<file path="src/rtl/mmsb_pkg.sv">
// Shared constants and types for the burst slave port and its fabric end.
package mmsb_pkg;
   localparam int MMSB_ADDR_W  = 16;
   localparam int MMSB_DATA_W  = 32;
   localparam int MMSB_BE_W    = 4;
   localparam int MMSB_LEN_W   = 8;
   localparam int MMSB_FIFO_D  = 32;
   localparam int MMSB_RD_LAT  = 2;
   localparam logic [MMSB_BE_W-1:0] MMSB_BE_ALL = 4'hf;
   localparam logic [MMSB_LEN_W-1:0] MMSB_LEN_ZERO = 8'h00;
   localparam logic [MMSB_LEN_W-1:0] MMSB_LEN_ONE  = 8'h01;

   typedef enum logic [2:0] {
      MMSB_IDLE  = 3'h1,
      MMSB_WRITE = 3'h2,
      MMSB_READ  = 3'h4
   } mmsb_state_t;
endpackage : mmsb_pkg

</file>
<file path="src/rtl/mmsb_link_if.sv">
// Link between the fabric end and the burst slave port.
`timescale 1ns/1ps
interface mmsb_link_if
   import mmsb_pkg::*;
();
   logic                   chipSelect;
   logic [MMSB_ADDR_W-1:0] address;
   logic [MMSB_BE_W-1:0]   byteEnable;
   logic [MMSB_DATA_W-1:0] writeData;
   logic                   write;
   logic                   read;
   logic [MMSB_LEN_W-1:0]  burstCount;
   logic                   beginBurst;
   logic                   waitRequest;
   logic [MMSB_DATA_W-1:0] readData;
   logic                   readDataValid;

   modport slave (
      input  chipSelect, address, byteEnable, writeData, write, read,
      input  burstCount, beginBurst,
      output waitRequest, readData, readDataValid
   );
   modport fabric (
      output chipSelect, address, byteEnable, writeData, write, read,
      output burstCount, beginBurst,
      input  waitRequest, readData, readDataValid
   );
endinterface : mmsb_link_if

</file>
<file path="src/rtl/mmsb_fifo.sv">
// Synchronous FIFO with valid/ready on both sides.
`timescale 1ns/1ps
module mmsb_fifo #(
   parameter int WIDTH = 32,
   parameter int DEPTH = 32
) (
   // Clock and reset
   input  wire logic             clk,
   input  wire logic             reset,
   // Fill side
   input  wire logic             inValid,
   output logic                  inReady,
   input  wire logic [WIDTH-1:0] inData,
   // Drain side
   output logic                  outValid,
   input  wire logic             outReady,
   output logic [WIDTH-1:0]      outData
);
   localparam int AW = $clog2(DEPTH);
   typedef struct packed {
      logic [AW-1:0] wrPtr;
      logic [AW-1:0] rdPtr;
      logic [AW:0]   count;
   } mmsb_fifo_st_t;

   logic [WIDTH-1:0] mem [DEPTH];
   mmsb_fifo_st_t    st_ff;
   mmsb_fifo_st_t    nxt_st;
   logic             doPush;
   logic             doPop;

   assign inReady  = (st_ff.count != (AW+1)'(DEPTH));
   assign outValid = (st_ff.count != '0);
   assign outData  = mem[st_ff.rdPtr];
   assign doPush   = inValid && inReady;
   assign doPop    = outValid && outReady;

   always_comb begin
      nxt_st = st_ff;
      if (doPush) begin
         nxt_st.wrPtr = (st_ff.wrPtr == AW'(DEPTH-1)) ? '0 : st_ff.wrPtr + 1'b1;
      end
      if (doPop) begin
         nxt_st.rdPtr = (st_ff.rdPtr == AW'(DEPTH-1)) ? '0 : st_ff.rdPtr + 1'b1;
      end
      if (doPush && !doPop) begin
         nxt_st.count = st_ff.count + 1'b1;
      end else if (doPop && !doPush) begin
         nxt_st.count = st_ff.count - 1'b1;
      end
   end

   always_ff @(posedge clk) begin
      if (reset) begin
         st_ff <= '0;
      end else begin
         st_ff <= nxt_st;
      end
      if (doPush) begin
         mem[st_ff.wrPtr] <= inData;
      end
   end
endmodule : mmsb_fifo

</file>
<file path="src/rtl/mmsb_slave.sv">
// Burst slave port: captures one command per burst and moves N units.
`timescale 1ns/1ps
module mmsb_slave
   import mmsb_pkg::*;
#(
   parameter bit DYN_SIZING = 1'b1,
   parameter int FIFO_DEPTH = MMSB_FIFO_D
) (
   // Clock and reset
   input  wire logic                   clk,
   input  wire logic                   reset,
   // Link
   mmsb_link_if.slave                  link,
   // User write side
   output logic                        userWrValid,
   output logic [MMSB_ADDR_W-1:0]      userWrAddr,
   output logic [MMSB_DATA_W-1:0]      userWrData,
   // User read side
   output logic                        userRdReq,
   output logic [MMSB_ADDR_W-1:0]      userRdAddr,
   input  wire logic [MMSB_DATA_W-1:0] userRdData,
   // Status
   output logic                        busy
);
   typedef struct packed {
      mmsb_state_t            state;
      logic [MMSB_ADDR_W-1:0] addr;
      logic [MMSB_LEN_W-1:0]  remain;
      logic                   waitReq;
      logic                   rdValid;
      logic [MMSB_DATA_W-1:0] rdData;
      logic                   wrValid;
      logic [MMSB_ADDR_W-1:0] wrAddr;
      logic [MMSB_DATA_W-1:0] wrData;
      logic                   rdReq;
      logic [MMSB_ADDR_W-1:0] rdAddr;
      logic [MMSB_RD_LAT-1:0] rdPipe;
      logic                   busy;
   } mmsb_slave_st_t;

   mmsb_slave_st_t         st_ff;
   mmsb_slave_st_t         nxt_st;
   logic                   fifoInReady;
   logic                   fifoOutValid;
   logic [MMSB_DATA_W-1:0] fifoOutData;
   logic                   wrTaken;

   function automatic logic [MMSB_ADDR_W-1:0] nextAddr(
      input logic [MMSB_ADDR_W-1:0] a);
      nextAddr = DYN_SIZING ? a + 1'b1 : a;
   endfunction : nextAddr

   // Read data returns through the FIFO; the drain is tied ready, so it
   // never stalls and each stored unit leaves on the next edge.
   mmsb_fifo #(
      .WIDTH (MMSB_DATA_W),
      .DEPTH (FIFO_DEPTH)
   ) u_rdFifo (
      .clk      (clk),
      .reset    (reset),
      .inValid  (st_ff.rdPipe[MMSB_RD_LAT-1]),
      .inReady  (fifoInReady),
      .inData   (userRdData),
      .outValid (fifoOutValid),
      .outReady (1'b1),
      .outData  (fifoOutData)
   );

   // A write unit counts only when the slave is not stalling.
   assign wrTaken = link.write && link.chipSelect && !st_ff.waitReq;

   always_comb begin
      nxt_st = st_ff;
      nxt_st.wrValid = 1'b0;
      nxt_st.rdReq   = 1'b0;
      nxt_st.rdValid = fifoOutValid;
      nxt_st.rdData  = fifoOutData;
      nxt_st.rdPipe  = {st_ff.rdPipe[MMSB_RD_LAT-2:0], st_ff.rdReq};
      // Stall new read and write commands while the read FIFO is full.
      nxt_st.waitReq = !fifoInReady;
      case (st_ff.state)
         MMSB_IDLE: begin
            if (wrTaken && link.burstCount != MMSB_LEN_ZERO) begin
               nxt_st.addr    = nextAddr(link.address);
               nxt_st.wrValid = 1'b1;
               nxt_st.wrAddr  = link.address;
               nxt_st.wrData  = link.writeData;
               nxt_st.remain  = link.burstCount - MMSB_LEN_ONE;
               nxt_st.state   = (link.burstCount == MMSB_LEN_ONE) ?
                                MMSB_IDLE : MMSB_WRITE;
            end else if (link.read && link.chipSelect && !st_ff.waitReq &&
                         link.burstCount != MMSB_LEN_ZERO) begin
               nxt_st.addr   = link.address;
               nxt_st.remain = link.burstCount;
               nxt_st.state  = MMSB_READ;
               nxt_st.waitReq = 1'b1;
            end
         end
         MMSB_WRITE: begin
            if (wrTaken) begin
               nxt_st.wrValid = 1'b1;
               nxt_st.wrAddr  = st_ff.addr;
               nxt_st.wrData  = link.writeData;
               nxt_st.addr    = nextAddr(st_ff.addr);
               nxt_st.remain  = st_ff.remain - MMSB_LEN_ONE;
               if (st_ff.remain == MMSB_LEN_ONE) begin
                  nxt_st.state = MMSB_IDLE;
               end
            end
         end
         MMSB_READ: begin
            // Commands wait until all reads of the burst are issued.
            nxt_st.waitReq = 1'b1;
            if (fifoInReady && st_ff.remain != MMSB_LEN_ZERO) begin
               nxt_st.rdReq  = 1'b1;
               nxt_st.rdAddr = st_ff.addr;
               nxt_st.addr   = nextAddr(st_ff.addr);
               nxt_st.remain = st_ff.remain - MMSB_LEN_ONE;
            end
            if (st_ff.remain == MMSB_LEN_ONE ||
                st_ff.remain == MMSB_LEN_ZERO) begin
               nxt_st.state   = MMSB_IDLE;
               nxt_st.waitReq = 1'b1;
            end
         end
         default: begin
            nxt_st.state = MMSB_IDLE;
         end
      endcase
      nxt_st.busy = (nxt_st.state != MMSB_IDLE) || nxt_st.rdReq ||
                    (nxt_st.rdPipe != '0) || fifoOutValid;
   end

   always_ff @(posedge clk) begin
      if (reset) begin
         st_ff       <= '0;
         st_ff.state <= MMSB_IDLE;
         st_ff.waitReq <= 1'b1;
      end else begin
         st_ff <= nxt_st;
      end
   end

   assign link.waitRequest   = st_ff.waitReq;
   assign link.readData      = st_ff.rdData;
   assign link.readDataValid = st_ff.rdValid;
   assign userWrValid        = st_ff.wrValid;
   assign userWrAddr         = st_ff.wrAddr;
   assign userWrData         = st_ff.wrData;
   assign userRdReq          = st_ff.rdReq;
   assign userRdAddr         = st_ff.rdAddr;
   assign busy               = st_ff.busy;
endmodule : mmsb_slave

</file>
<file path="src/flat_wrapper.sv">
// flat-port wrapper written by rule: the top's interface ports become plain ports
module mmsb_slave_flat import mmsb_pkg::*;
#(
   parameter bit DYN_SIZING = 1'b1,
   parameter int FIFO_DEPTH = MMSB_FIFO_D
)
  (clk, reset, userWrValid, userWrAddr, userWrData, userRdReq, userRdAddr, userRdData, busy, link_chipSelect, link_address, link_byteEnable, link_writeData, link_write, link_read, link_burstCount, link_beginBurst, link_waitRequest, link_readData, link_readDataValid);
  mmsb_link_if link_i ();
  input  wire logic clk;
  input  wire logic reset;
  output logic userWrValid;
  output logic [MMSB_ADDR_W-1:0] userWrAddr;
  output logic [MMSB_DATA_W-1:0] userWrData;
  output logic userRdReq;
  output logic [MMSB_ADDR_W-1:0] userRdAddr;
  input  wire logic [MMSB_DATA_W-1:0] userRdData;
  output logic busy;
  input wire logic [$bits(link_i.chipSelect)-1:0] link_chipSelect;
  input wire logic [$bits(link_i.address)-1:0] link_address;
  input wire logic [$bits(link_i.byteEnable)-1:0] link_byteEnable;
  input wire logic [$bits(link_i.writeData)-1:0] link_writeData;
  input wire logic [$bits(link_i.write)-1:0] link_write;
  input wire logic [$bits(link_i.read)-1:0] link_read;
  input wire logic [$bits(link_i.burstCount)-1:0] link_burstCount;
  input wire logic [$bits(link_i.beginBurst)-1:0] link_beginBurst;
  output wire logic [$bits(link_i.waitRequest)-1:0] link_waitRequest;
  output wire logic [$bits(link_i.readData)-1:0] link_readData;
  output wire logic [$bits(link_i.readDataValid)-1:0] link_readDataValid;
  assign link_i.chipSelect = link_chipSelect;
  assign link_i.address = link_address;
  assign link_i.byteEnable = link_byteEnable;
  assign link_i.writeData = link_writeData;
  assign link_i.write = link_write;
  assign link_i.read = link_read;
  assign link_i.burstCount = link_burstCount;
  assign link_i.beginBurst = link_beginBurst;
  assign link_waitRequest = link_i.waitRequest;
  assign link_readData = link_i.readData;
  assign link_readDataValid = link_i.readDataValid;
  mmsb_slave #(.DYN_SIZING(DYN_SIZING), .FIFO_DEPTH(FIFO_DEPTH)) u_core (.clk(clk), .reset(reset), .link(link_i), .userWrValid(userWrValid), .userWrAddr(userWrAddr), .userWrData(userWrData), .userRdReq(userRdReq), .userRdAddr(userRdAddr), .userRdData(userRdData), .busy(busy));
endmodule
</file>
<file path="config.mk">
export PLATFORM = sky130hd
export DESIGN_NAME = mmsb_slave_flat
export DESIGN_NICKNAME = d
export VERILOG_FILES = /design/src/rtl/mmsb_pkg.sv /design/src/rtl/mmsb_link_if.sv /design/src/rtl/mmsb_fifo.sv /design/src/rtl/mmsb_slave.sv /design/src/flat_wrapper.sv
export SDC_FILE = /design/constraint.sdc
export NUM_CORES = 1
export LEC_CHECK = 0
export BUFFER_PORTS_ARGS = -buffer_cell sky130_fd_sc_hd__clkbuf_2
export CAP_MARGIN = 20
export CORE_MARGIN = 1
export CORE_UTILIZATION = 45
export CTS_CLUSTER_DIAMETER = 30
export DETAILED_ROUTE_END_ITERATION = 16
export PLACE_DENSITY = 0.67
export SYNTH_ARGS = -nofsm -noshare
export SYNTH_HDL_FRONTEND = slang
export SYNTH_SLANG_ARGS = --single-unit
</file>
<file path="constraint.sdc">
create_clock -name clk -period 3.7 [get_ports clk]
set_input_delay 0.185 -clock clk [delete_from_list [all_inputs] [get_ports clk]]
set_output_delay 0.185 -clock clk [all_outputs]
set_load 0.02 [all_outputs]
</file>
; Word level (Yosys, flattened, before mapping)
; Memories as Yosys holds them, arrays and structs flattened. A register that Yosys moved wholly into a read port is not among the register bits.
; Cells that the tools add are included.
; Widths: inputs -> output; s select.
[op_classes]
add_sub_neg = 8
eq_ne = 13
n_mux = 22
n_reduce_logical = 29
[op_table]
columns = cell, n
row1 = $mux 49, 2
row2 = $pmux 49 s2, 1
row3 = $pmux 24 s3, 1
row4 = $mux 27, 2
row5 = $mux 17, 2
row6 = $add 16x1->16 const B, 2
row7 = $mux 28, 1
row8 = $mux 24, 1
row9 = $eq 8x1->1 const B, 2
row10 = $reduce_bool 8->1, 2
row11 = $sub 8x1->8 const B, 2
row12 = $mux 6, 2
row13 = $add 5x1->5 const B, 2
row14 = $eq 5x5->1 const B, 2
row15 = $logic_and 1x1->1, 10
row16 = $mux 5, 2
row17 = $pmux 3 s3, 1
row18 = $logic_not 8->1, 1
row19 = $add 6x1->6 const B, 1
row20 = $mux 3, 2
row21 = $ne 2x1->1 const B, 3
row22 = $ne 3x1->1 const B, 2
row23 = $ne 6x6->1 const B, 1
row24 = $reduce_bool 2->1, 3
row25 = other kinds (14), 22
[totals]
regBits = 114
ramBits = 1024
in_bits = 98
memories = 1
[memory_table]
columns = name, depth, width, read_ports, rd_clocked_by_memory_dff, wr, line_no
row1 = u_core.u_rdFifo.mem, 32, 32, 1, 1, 1, mmsb_fifo.sv:26  ; logic [WIDTH-1:0] mem [DEPTH];

; Logic depth before layout (Yosys ltp)
; Gate-level depths: netlist of the first run.
[depth]
ltp_word = 10
ltp_mapped = 14
mapped_depth_nobuf = 13

; Hierarchy
; A second synthesis of the first run with hierarchy kept.
[unflattened]
hier_cells = 2802
hier_area_um2 = 46732.3
[modules_own_cells]
columns = module, n_inst, cells_each, area_each_um2
row1 = mmsb_fifo, 1, 2056, 40413.8
row2 = mmsb_slave, 1, 746, 6318.6

; Least setup slack after synthesis of the first run
; OpenSTA, ideal clock, no wires.
[synth_path]
kind = reg2reg
start = register u_core.u_rdFifo.st_ff[0] in the netlist's numbering
end = memory u_core.u_rdFifo.mem[15][0], enable pin
t_arrival_ns = 2.589
t_required_ns = 3.279
slack_ns = 0.690
path_stages_with_launch = 8
n_path_buf = 2
synth_period_minus_slack_ns = 3.010
cell_sequence = dfxtp_1 -> clkbuf_1 -> nor3b_4 -> nand2b_1 -> buf_2 -> inv_2 -> nand2_1 -> nor2_1
[synth_via]
elab_chain_len = 4
[synth_lines]
columns = item, line_no
row1 = from (decl), mmsb_fifo.sv:27  ; mmsb_fifo_st_t st_ff;
row2 = from (signal assigned), mmsb_fifo.sv:57  ; st_ff <= nxt_st;
row3 = $ne 6x6->1, mmsb_fifo.sv:32  ; assign inReady = (st_ff.count != (AW+1)'(DEPTH));
row4 = $logic_and 1x1->1, mmsb_fifo.sv:35  ; assign doPush = inValid && inReady;
row5 = net u_core.u_rdFifo.doPush, mmsb_fifo.sv:29  ; logic doPush;
row6 = $mux 1, mmsb_fifo.sv:59  ; if (doPush) begin
row7 = $mux 1 (not written as such), mmsb_fifo.sv:60  ; mem[st_ff.wrPtr] <= inData;
row8 = to (decl), mmsb_fifo.sv:26
; The timed path passes the listed nets, and every way through them passes these cells.

; Worst setup path in the final report of the first run
[layout_path]
start = register u_core.u_rdFifo.st_ff[1] in the netlist's numbering
end = register u_core.u_rdFifo.st_ff[5] in the netlist's numbering
[layout_via]
elab_chain_len = 5
word_cells_on_any_way = 12
classes_between = add/sub (2) / eq/ne (1) / mux (2) / reduce/logical (7)
[layout_lines]
columns = item, line_no
row1 = $ne 6x6->1 *, mmsb_fifo.sv:32
row2 = $logic_and 1x1->1 *, mmsb_fifo.sv:35
row3 = net u_core.u_rdFifo.doPush, mmsb_fifo.sv:29
row4 = $logic_not 1->1, mmsb_fifo.sv:48  ; end else if (doPop && !doPush) begin
row5 = $logic_and 1x1->1, mmsb_fifo.sv:48
row6 = $reduce_bool 2->1 (no source line), --
; The timed path passes the listed nets; every way through them passes the cells marked *. The select of a mux whose other input is x is not followed.
; A chain may end at the register's enable or synchronous reset.

==> impl_results.md, run 1 <==
- Outcome: complete, no violations
- Post-DP HPWL: ~60 mm
- CTS Buffer Depth: 3
- Vias in the first global route: 25.4k
- Type of origin of the critical path: flop
- Post-DP Area: 48300 um^2
- Post-Syn Nets: 2469
- Slew @ Worst Pin: just over 1000 ps
- Global route overflow: 0
- Compound-gate portion of the synthesized area: under 10%
- Post-synthesis mux area share: between 15 and 20%
- Share of layout cells above drive strength 1: between 30% and 40%
- Per-cell routed wire length: between 20 and 30 um
- Final setup TNS: 0 ps
- Final setup violation count: 0
- Hold Path Class: primary input to flop
- Worst setup margin: about 410 ps
- Largest net degree at the start of global routing: 64
- Die W: 322 um
- Post-Synth XOR/XNOR Area: less than 1%
- Placed cell count: approximately 3.8k
- Post_cts resized: 0
- Clock latency at the later pin of the worst-skew pair: between 700 and 800 ps
- Post-layout util: between 50% and 60%
- TritonCTS Sinks: 1170
- Die area: between 100000 and 150000 um^2
- Req. time, crit path: about 4300 ps
- Ys flop type: edfxtp_1
- Length of the first detailed-routing pass in iterations: 7
- Postcts setup bufs: 0
- PD cells: between 600 and 700 nW/um^2
- Cell row count: about 120
- Number of synthesized register bits: between 1k and 1.5k
- Most common cell after layout, fill and taps aside: edfxtp_1
- Tot Pwr: between 30 and 40 mW
- Finished Cell Area: between 50000 and 60000 um^2
- Area share of fa/ha/maj cells after synthesis: less than 1%
- Final Hold Slack: about 43 ps
- Port buffer count: roughly 190
- Mapped Area: roughly 46000 um^2
- Fin crit share: between 80 and 90%
- Distinct cell type count after synthesis: 80
- Post-synth ARST share: 0%
- I/O Pins: just under 200
- Core ar.: 101000 um^2
- Commonest cells after routing, fill and taps aside: 1024 x edfxtp_1, 320 x mux4_2, 208 x clkbuf_16
- Crit-path max FO: 8
- Fin. max-slew vios: 0
- RePlAce Congestion: between 0.8 and 0.9
- CTS tree: yes
- CP Capture Type: flop
- CTS H-tree lvls: 4
- Synth Area in Simple Gates: under 10%
- Max Fclk: just over 300 MHz
- Leakage: roughly 19 nW
- Total Routed Length: approximately 110 mm
- Sequential fraction of the synthesis area: between 70% and 80%
- Root Driver: clkbuf_16
- Largest family of logic cells by synthesized area: multiplexers
- Clock slew seen by the registers of the worst setup and hold paths: approximately 50 ps
- Clock buffer count from CTS: 206
- Die H: between 300 and 400 um
- Vias/cell: 5.78
- First-pass GRT wire length: about 160 mm
- Final Hold Fails: 0
- EDFF count, synth: slightly above 1k
- Initial antenna violation count: 3
- # Max-Cap Violations: 0
- DR iter-0 viols: 2521
- Fill count: roughly 7.3k
- Nets: 2838
- Clock Skew: roughly 60 ps
- # DRC: 0
- Rel. slew slack: a little under a third
- Mean Syn Cell Area: 19.6 um^2
- GRT Total Usage: between 20% and 30%
- Initial Util: between 40% and 50%
- Area Overhead vs Synth: 23.4%
- Setup WS pre-CTS: around 450 ps
- DRT antenna net count: 0
- Vias: approximately 25k
- Max rail drop VDD: about 0.53 mV
- RSZ-0062 raised after global routing: false
- CP arrival: 3910 ps
- Number of synthesis warnings: 0
- Mapped Cells: about 2.4k
- WS Path Type: flop to flop
- Non-Filler Instances: 4256
- Fin crit period: ~3300 ps
area by class of cell:
cell class | instances | area (um^2) | share of cell area, %
clock inverters | 157 | 2030 | 3.58
clock buffers | 228 | 5300 | 9.34
multi-input cells | 934 | 11100 | 19.6
flip-flops and latches | 1170 | 33700 | 59.3
well taps | 1357 | 1700 | 2.99
diodes | 1 | 2.50 | 0.00441
repair buffers | 386 | 2820 | 4.96
inverters | 23 | 86.3 | 0.152
report_power, final:
part	switching (mW)	total [mW]	internal [mW]
Clock	6.73	19.5	12.7
Combinational	2.42	5.29	2.87
Sequential	0.412	15.0	14.6
cells in the mapped netlist (all sizes together) (5+ instances only):
master	n	area [um^2]
a22oi	18	135
mux4	320	7210
dfxtp	146	2920
nand4	6	37.5
o22ai	7	43.8
o21ai	18	90.1
a211oi	6	62.6
clkbuf	73	274
nand2	114	433
xor2	5	43.8
edfxtp	1024	30700
o32ai	8	100
nor3	20	105
buf	152	1080
nor4	6	52.6
a31oi	10	62.6
or3	6	37.5
mux2i	14	140
or2	5	31.3
a22o	33	289
nand3	31	155
ha	19	238
xnor2	8	70.1
and3	10	62.6
a21oi	89	445
nor2	109	412
a32oi	6	52.6
and2	5	31.3
inv	23	86.3
sequential cells by signal, indices dropped and copies added, names as in the netlist:
register                   flops
u_core.busy                    1
u_core.userWrData             32
u_core.nxt_st                  1
u_core.link.readData          32
u_core.u_rdFifo.st_ff         16
u_core.link.waitRequest        1
u_core.userRdReq               1
u_core.userRdAddr             16
u_core.link.readDataValid      1
u_core.userWrAddr             16
u_core.u_rdFifo.mem         1024
u_core.st_ff                  28
u_core.userWrValid             1
cell families after synthesis:
family / after synthesis
AO/OA/AOI/OAI: 223
XOR/XNOR: 13
adder cells (fa/ha/maj): 19
buffers and inverters: 248
flip-flops: 1170
multiplexers: 334
AND/OR/NAND/NOR: 345
worst paths after layout:
kind | start | to | slack, ps | cells past startpoint
setup / recovery | u_core.u_rdFifo.st_ff[1]$_SDFFE_PP0P_ | u_core.u_rdFifo.st_ff[5]$_SDFFE_PP0P_ | 410 | 13
hold / removal | userRdData[16] | u_core.u_rdFifo.mem[1][16]$_DFFE_PP_ | 40 | 1
hold reg to reg | u_core.userWrAddr[14]$_SDFFE_PP0P_ | u_core.userWrAddr[14]$_SDFFE_PP0P_ | 470 | 2
setup reg to reg | u_core.u_rdFifo.st_ff[1]$_SDFFE_PP0P_ | u_core.u_rdFifo.st_ff[5]$_SDFFE_PP0P_ | 410 | 13
routing by layer:
| layer | track usage (%) | part of all wire, % |
|---|---|---|
| met1 | 29.0 | 40 |
| met2 | 35.7 | 49 |
| met3 | 5.91 | 9.2 |
| met4 | 6.76 | 2.1 |
| met5 | 0 | 0 |
worst max-delay path, cell delays in order (launching register included):
cell and delay [ps]:
dfxtp_1 330, or4_4 570, nor3b_4 200, nand2b_1 290, inv_2 130, ha_1 250
inv_1 150, ha_1 280, a21o_1 190, a21oi_1 240, nand4b_1 150, nand4_1 130
xnor2_1 170, nor2_1 50
timing repair:
action / in CTS / in global routing
hold endpoints to repair: 404 / 0
setup endpoints to repair: 0 / 0
hold buffers: 115 / 0
No activity file was read; power rests on OpenSTA's default activity.
==> inputs of run 2 (changes only) <==
- clock period: 3.7 -> 3.17 ns (I/O delays scaled with it)
==> impl_results.md, run 2 (synthesis gave the netlist of run 1 again) <==
- Post-DP HPWL: ~65 mm
- Die area: approximately 100000 um^2
- Fill count: ~7.5k
- Total Routed Length: between 100 and 150 mm
- CTS H-tree lvls: 4
- Outcome: complete, no violations
- I/O Pins: between 150 and 200
- Die W: 322 um
- Nets: about 2.8k
- Post-layout util: 56.2%
- # DRC: 0
- First-pass GRT wire length: 167 mm
- Clock share of power: between 40% and 50%
- DRT antenna net count: 0
- CP startpoint: u_core.u_rdFifo.st_ff[1]$_SDFFE_PP0P_
- Core ar.: roughly 100000 um^2
- CTS Buffer Depth: 3
- Max Fclk: around 340 MHz
- Fin. max-slew vios: 0
- Length of the first detailed-routing pass in iterations: 5
- Final setup violation count: 0
- Sw Pwr: ~11 mW
- RePlAce Congestion: between 0.8 and 0.9
- Switching share of power: between 20% and 30%
- Most common cell after layout, fill and taps aside: edfxtp_1
- Biggest register: u_core.u_rdFifo.mem
- CP Capture Type: flop
- Initial Util: 45.7%
- Clock Skew: 57.0 ps
- Largest net degree at the start of global routing: 60
- DR iter-0 viols: around 2.8k
- Area Overhead vs Synth: 23.1%
- Type of origin of the critical path: flop
- Rel. slew slack: 22.2%
- Comb pwr share: around 14%
- Port buffer count: a little under 200
- Clock buffer count from CTS: between 200 and 250
- TritonCTS Sinks: around 1.2k
- CP arrival: about 3600 ps
- Clock latency at the later pin of the worst-skew pair: around 800 ps
- Vias: ~24k
- WS Path Type: flop to flop
- Clock slew seen by the registers of the worst setup and hold paths: 50 ps
- Max rail drop VDD: 0.657 mV
- Per-cell routed wire length: 27.0 um
- CTS tree: yes
- Crit-path max FO: 5
- Slew @ Worst Pin: approximately 1200 ps
- PD cells: 815 nW/um^2
- Int Pwr: between 30 and 40 mW
- Vias/cell: between 5 and 6
- Worst reg2reg startpoint: u_core.u_rdFifo.st_ff[1]$_SDFFE_PP0P_
- Commonest cells after routing, fill and taps aside: 1024 x edfxtp_1, 320 x mux4_2, 206 x clkbuf_16
- Cell row count: 116
- Root Driver: clkbuf_16
- Final Hold Fails: 0
- GRT Total Usage: ~22%
- Postcts setup bufs: 0
- Leakage: ~19 nW
- Hold Path Origin: userRdData[5]
- Non-Filler Instances: 4238
- Initial antenna violation count: 6
- Placed cell count: ~3.8k
- Fin crit share: 93.1%
- Flop pwr share: 37.8%
- Global route overflow: 0
- Die H: 322 um
- Req. time, crit path: between 3000 and 4000 ps
- Fin crit period: between 2000 and 3000 ps
- Vias in the first global route: 25.1k
- # Max-Cap Violations: 0
- RSZ-0062 raised after global routing: false
- Max FFs per register: between 1k and 1.5k
- Hold Path Class: primary input to flop
- Share of layout cells above drive strength 1: between 30% and 40%
run 2: path summary, 6_finish.rpt:
path                                                 to  slack, ps  depth (start not counted)
hold / removal     u_core.u_rdFifo.mem[27][5]$_DFFE_PP_         30                          1
setup / recovery  u_core.u_rdFifo.st_ff[5]$_SDFFE_PP0P_        220                         13
hold reg to reg       u_core.userWrData[9]$_SDFFE_PP0P_        450                          2
setup reg to reg  u_core.u_rdFifo.st_ff[5]$_SDFFE_PP0P_        220                         13
run 2: critical path, stage by stage (launching register included):
cell and delay [ps]:
dfxtp_1 330, or4_4 560, nor3b_4 200, nand2b_4 160, inv_2 50, ha_1 230
inv_2 110, ha_1 270, a21o_1 200, a21oi_2 190, nand4b_1 140, nand4_1 130
xnor2_1 170, nor2_1 60
run 2: area by class of cell:
type,instances,area [um^2],area share (%)
diodes,1,2.50,0.00442
clock buffers,236,5370,9.48
clock inverters,153,1820,3.22
inverters,23,86.3,0.153
multi-input cells,934,11200,19.7
flip-flops and latches,1170,33700,59.5
well taps,1357,1700,3.00
repair buffers,364,2790,4.92
run 2: what timing repair did:
item	in CTS	in global routing
endpoints found under the hold margin	437	0
resized for setup	1	2
hold buffers	73	0
setup endpoints to repair	1	1
pin swaps	0	1
run 2: power groups by stage:
| stage | sequential [mW] | clock (mW) | combinational [mW] |
|---|---|---|---|
| final | 17.4 | 22.3 | 6.41 |
| after global routing | 17.5 | 23.3 | 6.84 |
| after CTS | 17.4 | 22.5 | 6.53 |
| after detailed placement | 17.7 | 0 | 6.40 |
| after global placement | 17.7 | 0 | 6.34 |
| after floorplan | 17.4 | 0 | 5.04 |
run 2: layer usage:
| metal | GRT usage [%] | up-vias | routed length, um |
|---|---|---|---|
| met5 | 0 | - | 0 |
| li1 | - | 10290 | - |
| met2 | 37.1 | 1342 | 57200 |
| met1 | 29.3 | 12646 | 44800 |
| met3 | 5.14 | 176 | 9980 |
| met4 | 6.58 | 0 | 2350 |
run 2: per-stage QoR:
stage	TNS [ps]	setup slack [ps]	cell area, um^2	power [mW]	hold slack [ps]
floorplan	0	160	46000	22.4	257
global placement	-77.8	-77.8	48600	24.1	392
detailed placement	-20.7	-20.7	48600	24.1	399
CTS	0	43.3	56500	46.5	0.471
global route	0	2.61	56600	47.6	29.0
finish	0	218	56600	46.1	31.2
==> inputs of run 3 (changes only) <==
- PLACE_DENSITY: 0.67 -> 0.65
==> impl_results.md, run 3 (synthesis gave the netlist of run 1 again) <==
- Outcome: complete, no violations
- Grt met3 use: 5.23%
- Final Hold Fails: 0
- Worst Hold End: u_core.u_rdFifo.mem[26][25]$_DFFE_PP_
- Commonest cells after routing, fill and taps aside: 1024 x edfxtp_1, 320 x mux4_2, 211 x clkbuf_16
- Top Usage Layer GRT: met2
- Post-DP HPWL: between 60 and 70 mm
- Cell depth of the worst hold path: 1
- Rel. slew slack: about 25%
- Per-cell routed wire length: approximately 27 um
- Largest net degree at the start of global routing: 80
- Fin. max-slew vios: 0
- Req. time, crit path: roughly 3800 ps
- CTS H-tree lvls: 4
- RSZ-0062 raised after global routing: false
- Non-Filler Instances: about 4.3k
- Nets: between 2k and 3k
- Fill count: a little over 7k
- # Max-Cap Violations: 0
- Grt met1 use: a little under 30%
- Max Fclk: 340 MHz
- Post-layout util: a little under three fifths
- Initial Util: 45.7%
- Final setup violation count: 0
- Most common cell after layout, fill and taps aside: edfxtp_1
- Clock buffer count from CTS: around 210
- Max rail drop VDD: about 0.63 mV
- Hold Path Class: primary input to flop
- Area Overhead vs Synth: 25.2%
- First-pass GRT wire length: between 150 and 200 mm
- Final Hold Slack: roughly 48 ps
- DRT antenna net count: 0
- Clock slew seen by the registers of the worst setup and hold paths: 50 ps
- TritonCTS Sinks: approximately 1.2k
- I/O Pins: roughly 200
- Final setup TNS: 0 ps
- Crit-path max FO: 8
- Leakage: 19.0 nW
- Die H: around 320 um
- Reg-to-Reg End: u_core.u_rdFifo.st_ff[5]$_SDFFE_PP0P_
- Placed cell count: 3789
- Max FFs per register: approximately 1.0k
- GRT Total Usage: between 20 and 25%
- Biggest register: u_core.u_rdFifo.mem
- Total Routed Length: 116 mm
- DR iter-0 viols: around 2.8k
- Length of the first detailed-routing pass in iterations: 6
- Clock latency at the later pin of the worst-skew pair: slightly above 800 ps
- Post-DP Area: 48900 um^2
- Vias/cell: 5.76
- Vias: roughly 25k
- Share of layout cells above drive strength 1: 35.9%
- Hold Path Origin: userRdData[25]
- Fin crit share: around 90%
- WS Path Type: flop to flop
- Global route overflow: 0
- Core ar.: ~100000 um^2
- Cell row count: approximately 120
- Vias in the first global route: roughly 26k
- Register area: approximately 34000 um^2
- Type of origin of the critical path: flop
- Die W: between 300 and 400 um
- Fin crit period: around 2900 ps
- RePlAce Congestion: just over 0.8
- GR Util met2: between 30% and 40%
- CTS tree: yes
- Flop-to-flop setup slack: ~230 ps
- CTS Buffer Depth: 3
- Port buffer count: about 190
- Multi-input logic area: about 11000 um^2
- # DRC: 0
- Register-to-Register Path Depth: 13
- Finished Cell Area: around 58000 um^2
- Worst reg2reg startpoint: u_core.u_rdFifo.st_ff[1]$_SDFFE_PP0P_
- Initial antenna violation count: 3
- Clock Skew: ~76 ps
- CP Capture Type: flop
- Slew @ Worst Pin: ~1100 ps
- PD cells: between 800 and 900 nW/um^2
- Root Driver: clkbuf_16
- CP arrival: 3540 ps
- Die area: roughly 100000 um^2
## run 3: final cells by class
| type | instances | area share [%] |
|---|---|---|
| antenna | 1 | 0.00435 |
| clock buffer | 238 | 9.47 |
| clock inverter | 165 | 3.67 |
| inverter | 23 | 0.150 |
| multi-input combinational | 934 | 19.4 |
| sequential | 1170 | 58.5 |
| tap | 1357 | 2.95 |
| timing repair buffer | 418 | 5.88 |
## run 3: power by group
part	internal (mW)	switching (mW)	leakage, nW	total, mW
sequential	17.0	0.389	10.4	17.4
clock	14.9	8.26	3.59	23.2
combinational	3.53	3.06	5.05	6.59
total	35.4	11.7	19.0	47.1
## run 3: per-stage QoR
stage	setup WS, ps	power [mW]
after global placement	-16.8	24.1
final	230	47.1
after CTS	61.0	47.5
after global routing	53.5	48.6
after floorplan	160	22.4
after detailed placement	21.6	24.1
## run 3: worst max-delay path by stage
stage | start | to | depth (start not counted)
after global placement | u_core.u_rdFifo.st_ff[1]$_SDFFE_PP0P_ | u_core.u_rdFifo.st_ff[5]$_SDFFE_PP0P_ | 13
final | u_core.u_rdFifo.st_ff[1]$_SDFFE_PP0P_ | u_core.u_rdFifo.st_ff[5]$_SDFFE_PP0P_ | 13
after detailed placement | u_core.u_rdFifo.st_ff[1]$_SDFFE_PP0P_ | u_core.u_rdFifo.st_ff[5]$_SDFFE_PP0P_ | 13
after global routing | u_core.u_rdFifo.st_ff[1]$_SDFFE_PP0P_ | u_core.u_rdFifo.st_ff[5]$_SDFFE_PP0P_ | 13
after CTS | u_core.u_rdFifo.st_ff[1]$_SDFFE_PP0P_ | u_core.u_rdFifo.st_ff[5]$_SDFFE_PP0P_ | 13
after floorplan | u_core.u_rdFifo.st_ff[0]$_SDFFE_PP0P_ | u_core.u_rdFifo.mem[31][0]$_DFFE_PP_ | 7
## run 3: timing repair
item / in CTS / in global routing
hold endpoints to repair: 822 / 0
buffers inserted: 0 / 2
resized for setup: 1 / 3
setup endpoints to repair: 1 / 2
pin swaps: 0 / 2
hold buffers: 110 / 0
## run 3: worst max-delay path, stage by stage (launching register included)
cell	delay, ps
dfxtp_1	340
or4_4	570
nor3b_4	200
nand2b_4	160
inv_2	70
ha_1	240
inv_2	70
ha_1	240
a21o_1	200
a21oi_2	170
nand4b_1	140
nand4_1	150
xnor2_2	190
nor2_1	50
## run 3: metal layers
layer / vias to the layer above / part of all wire [%]
met2: 1295 / 50
li1: 10413 / -
met1: 12885 / 39
met4: 2 / 2.3
met5: - / 0.0095
met3: 202 / 8.7
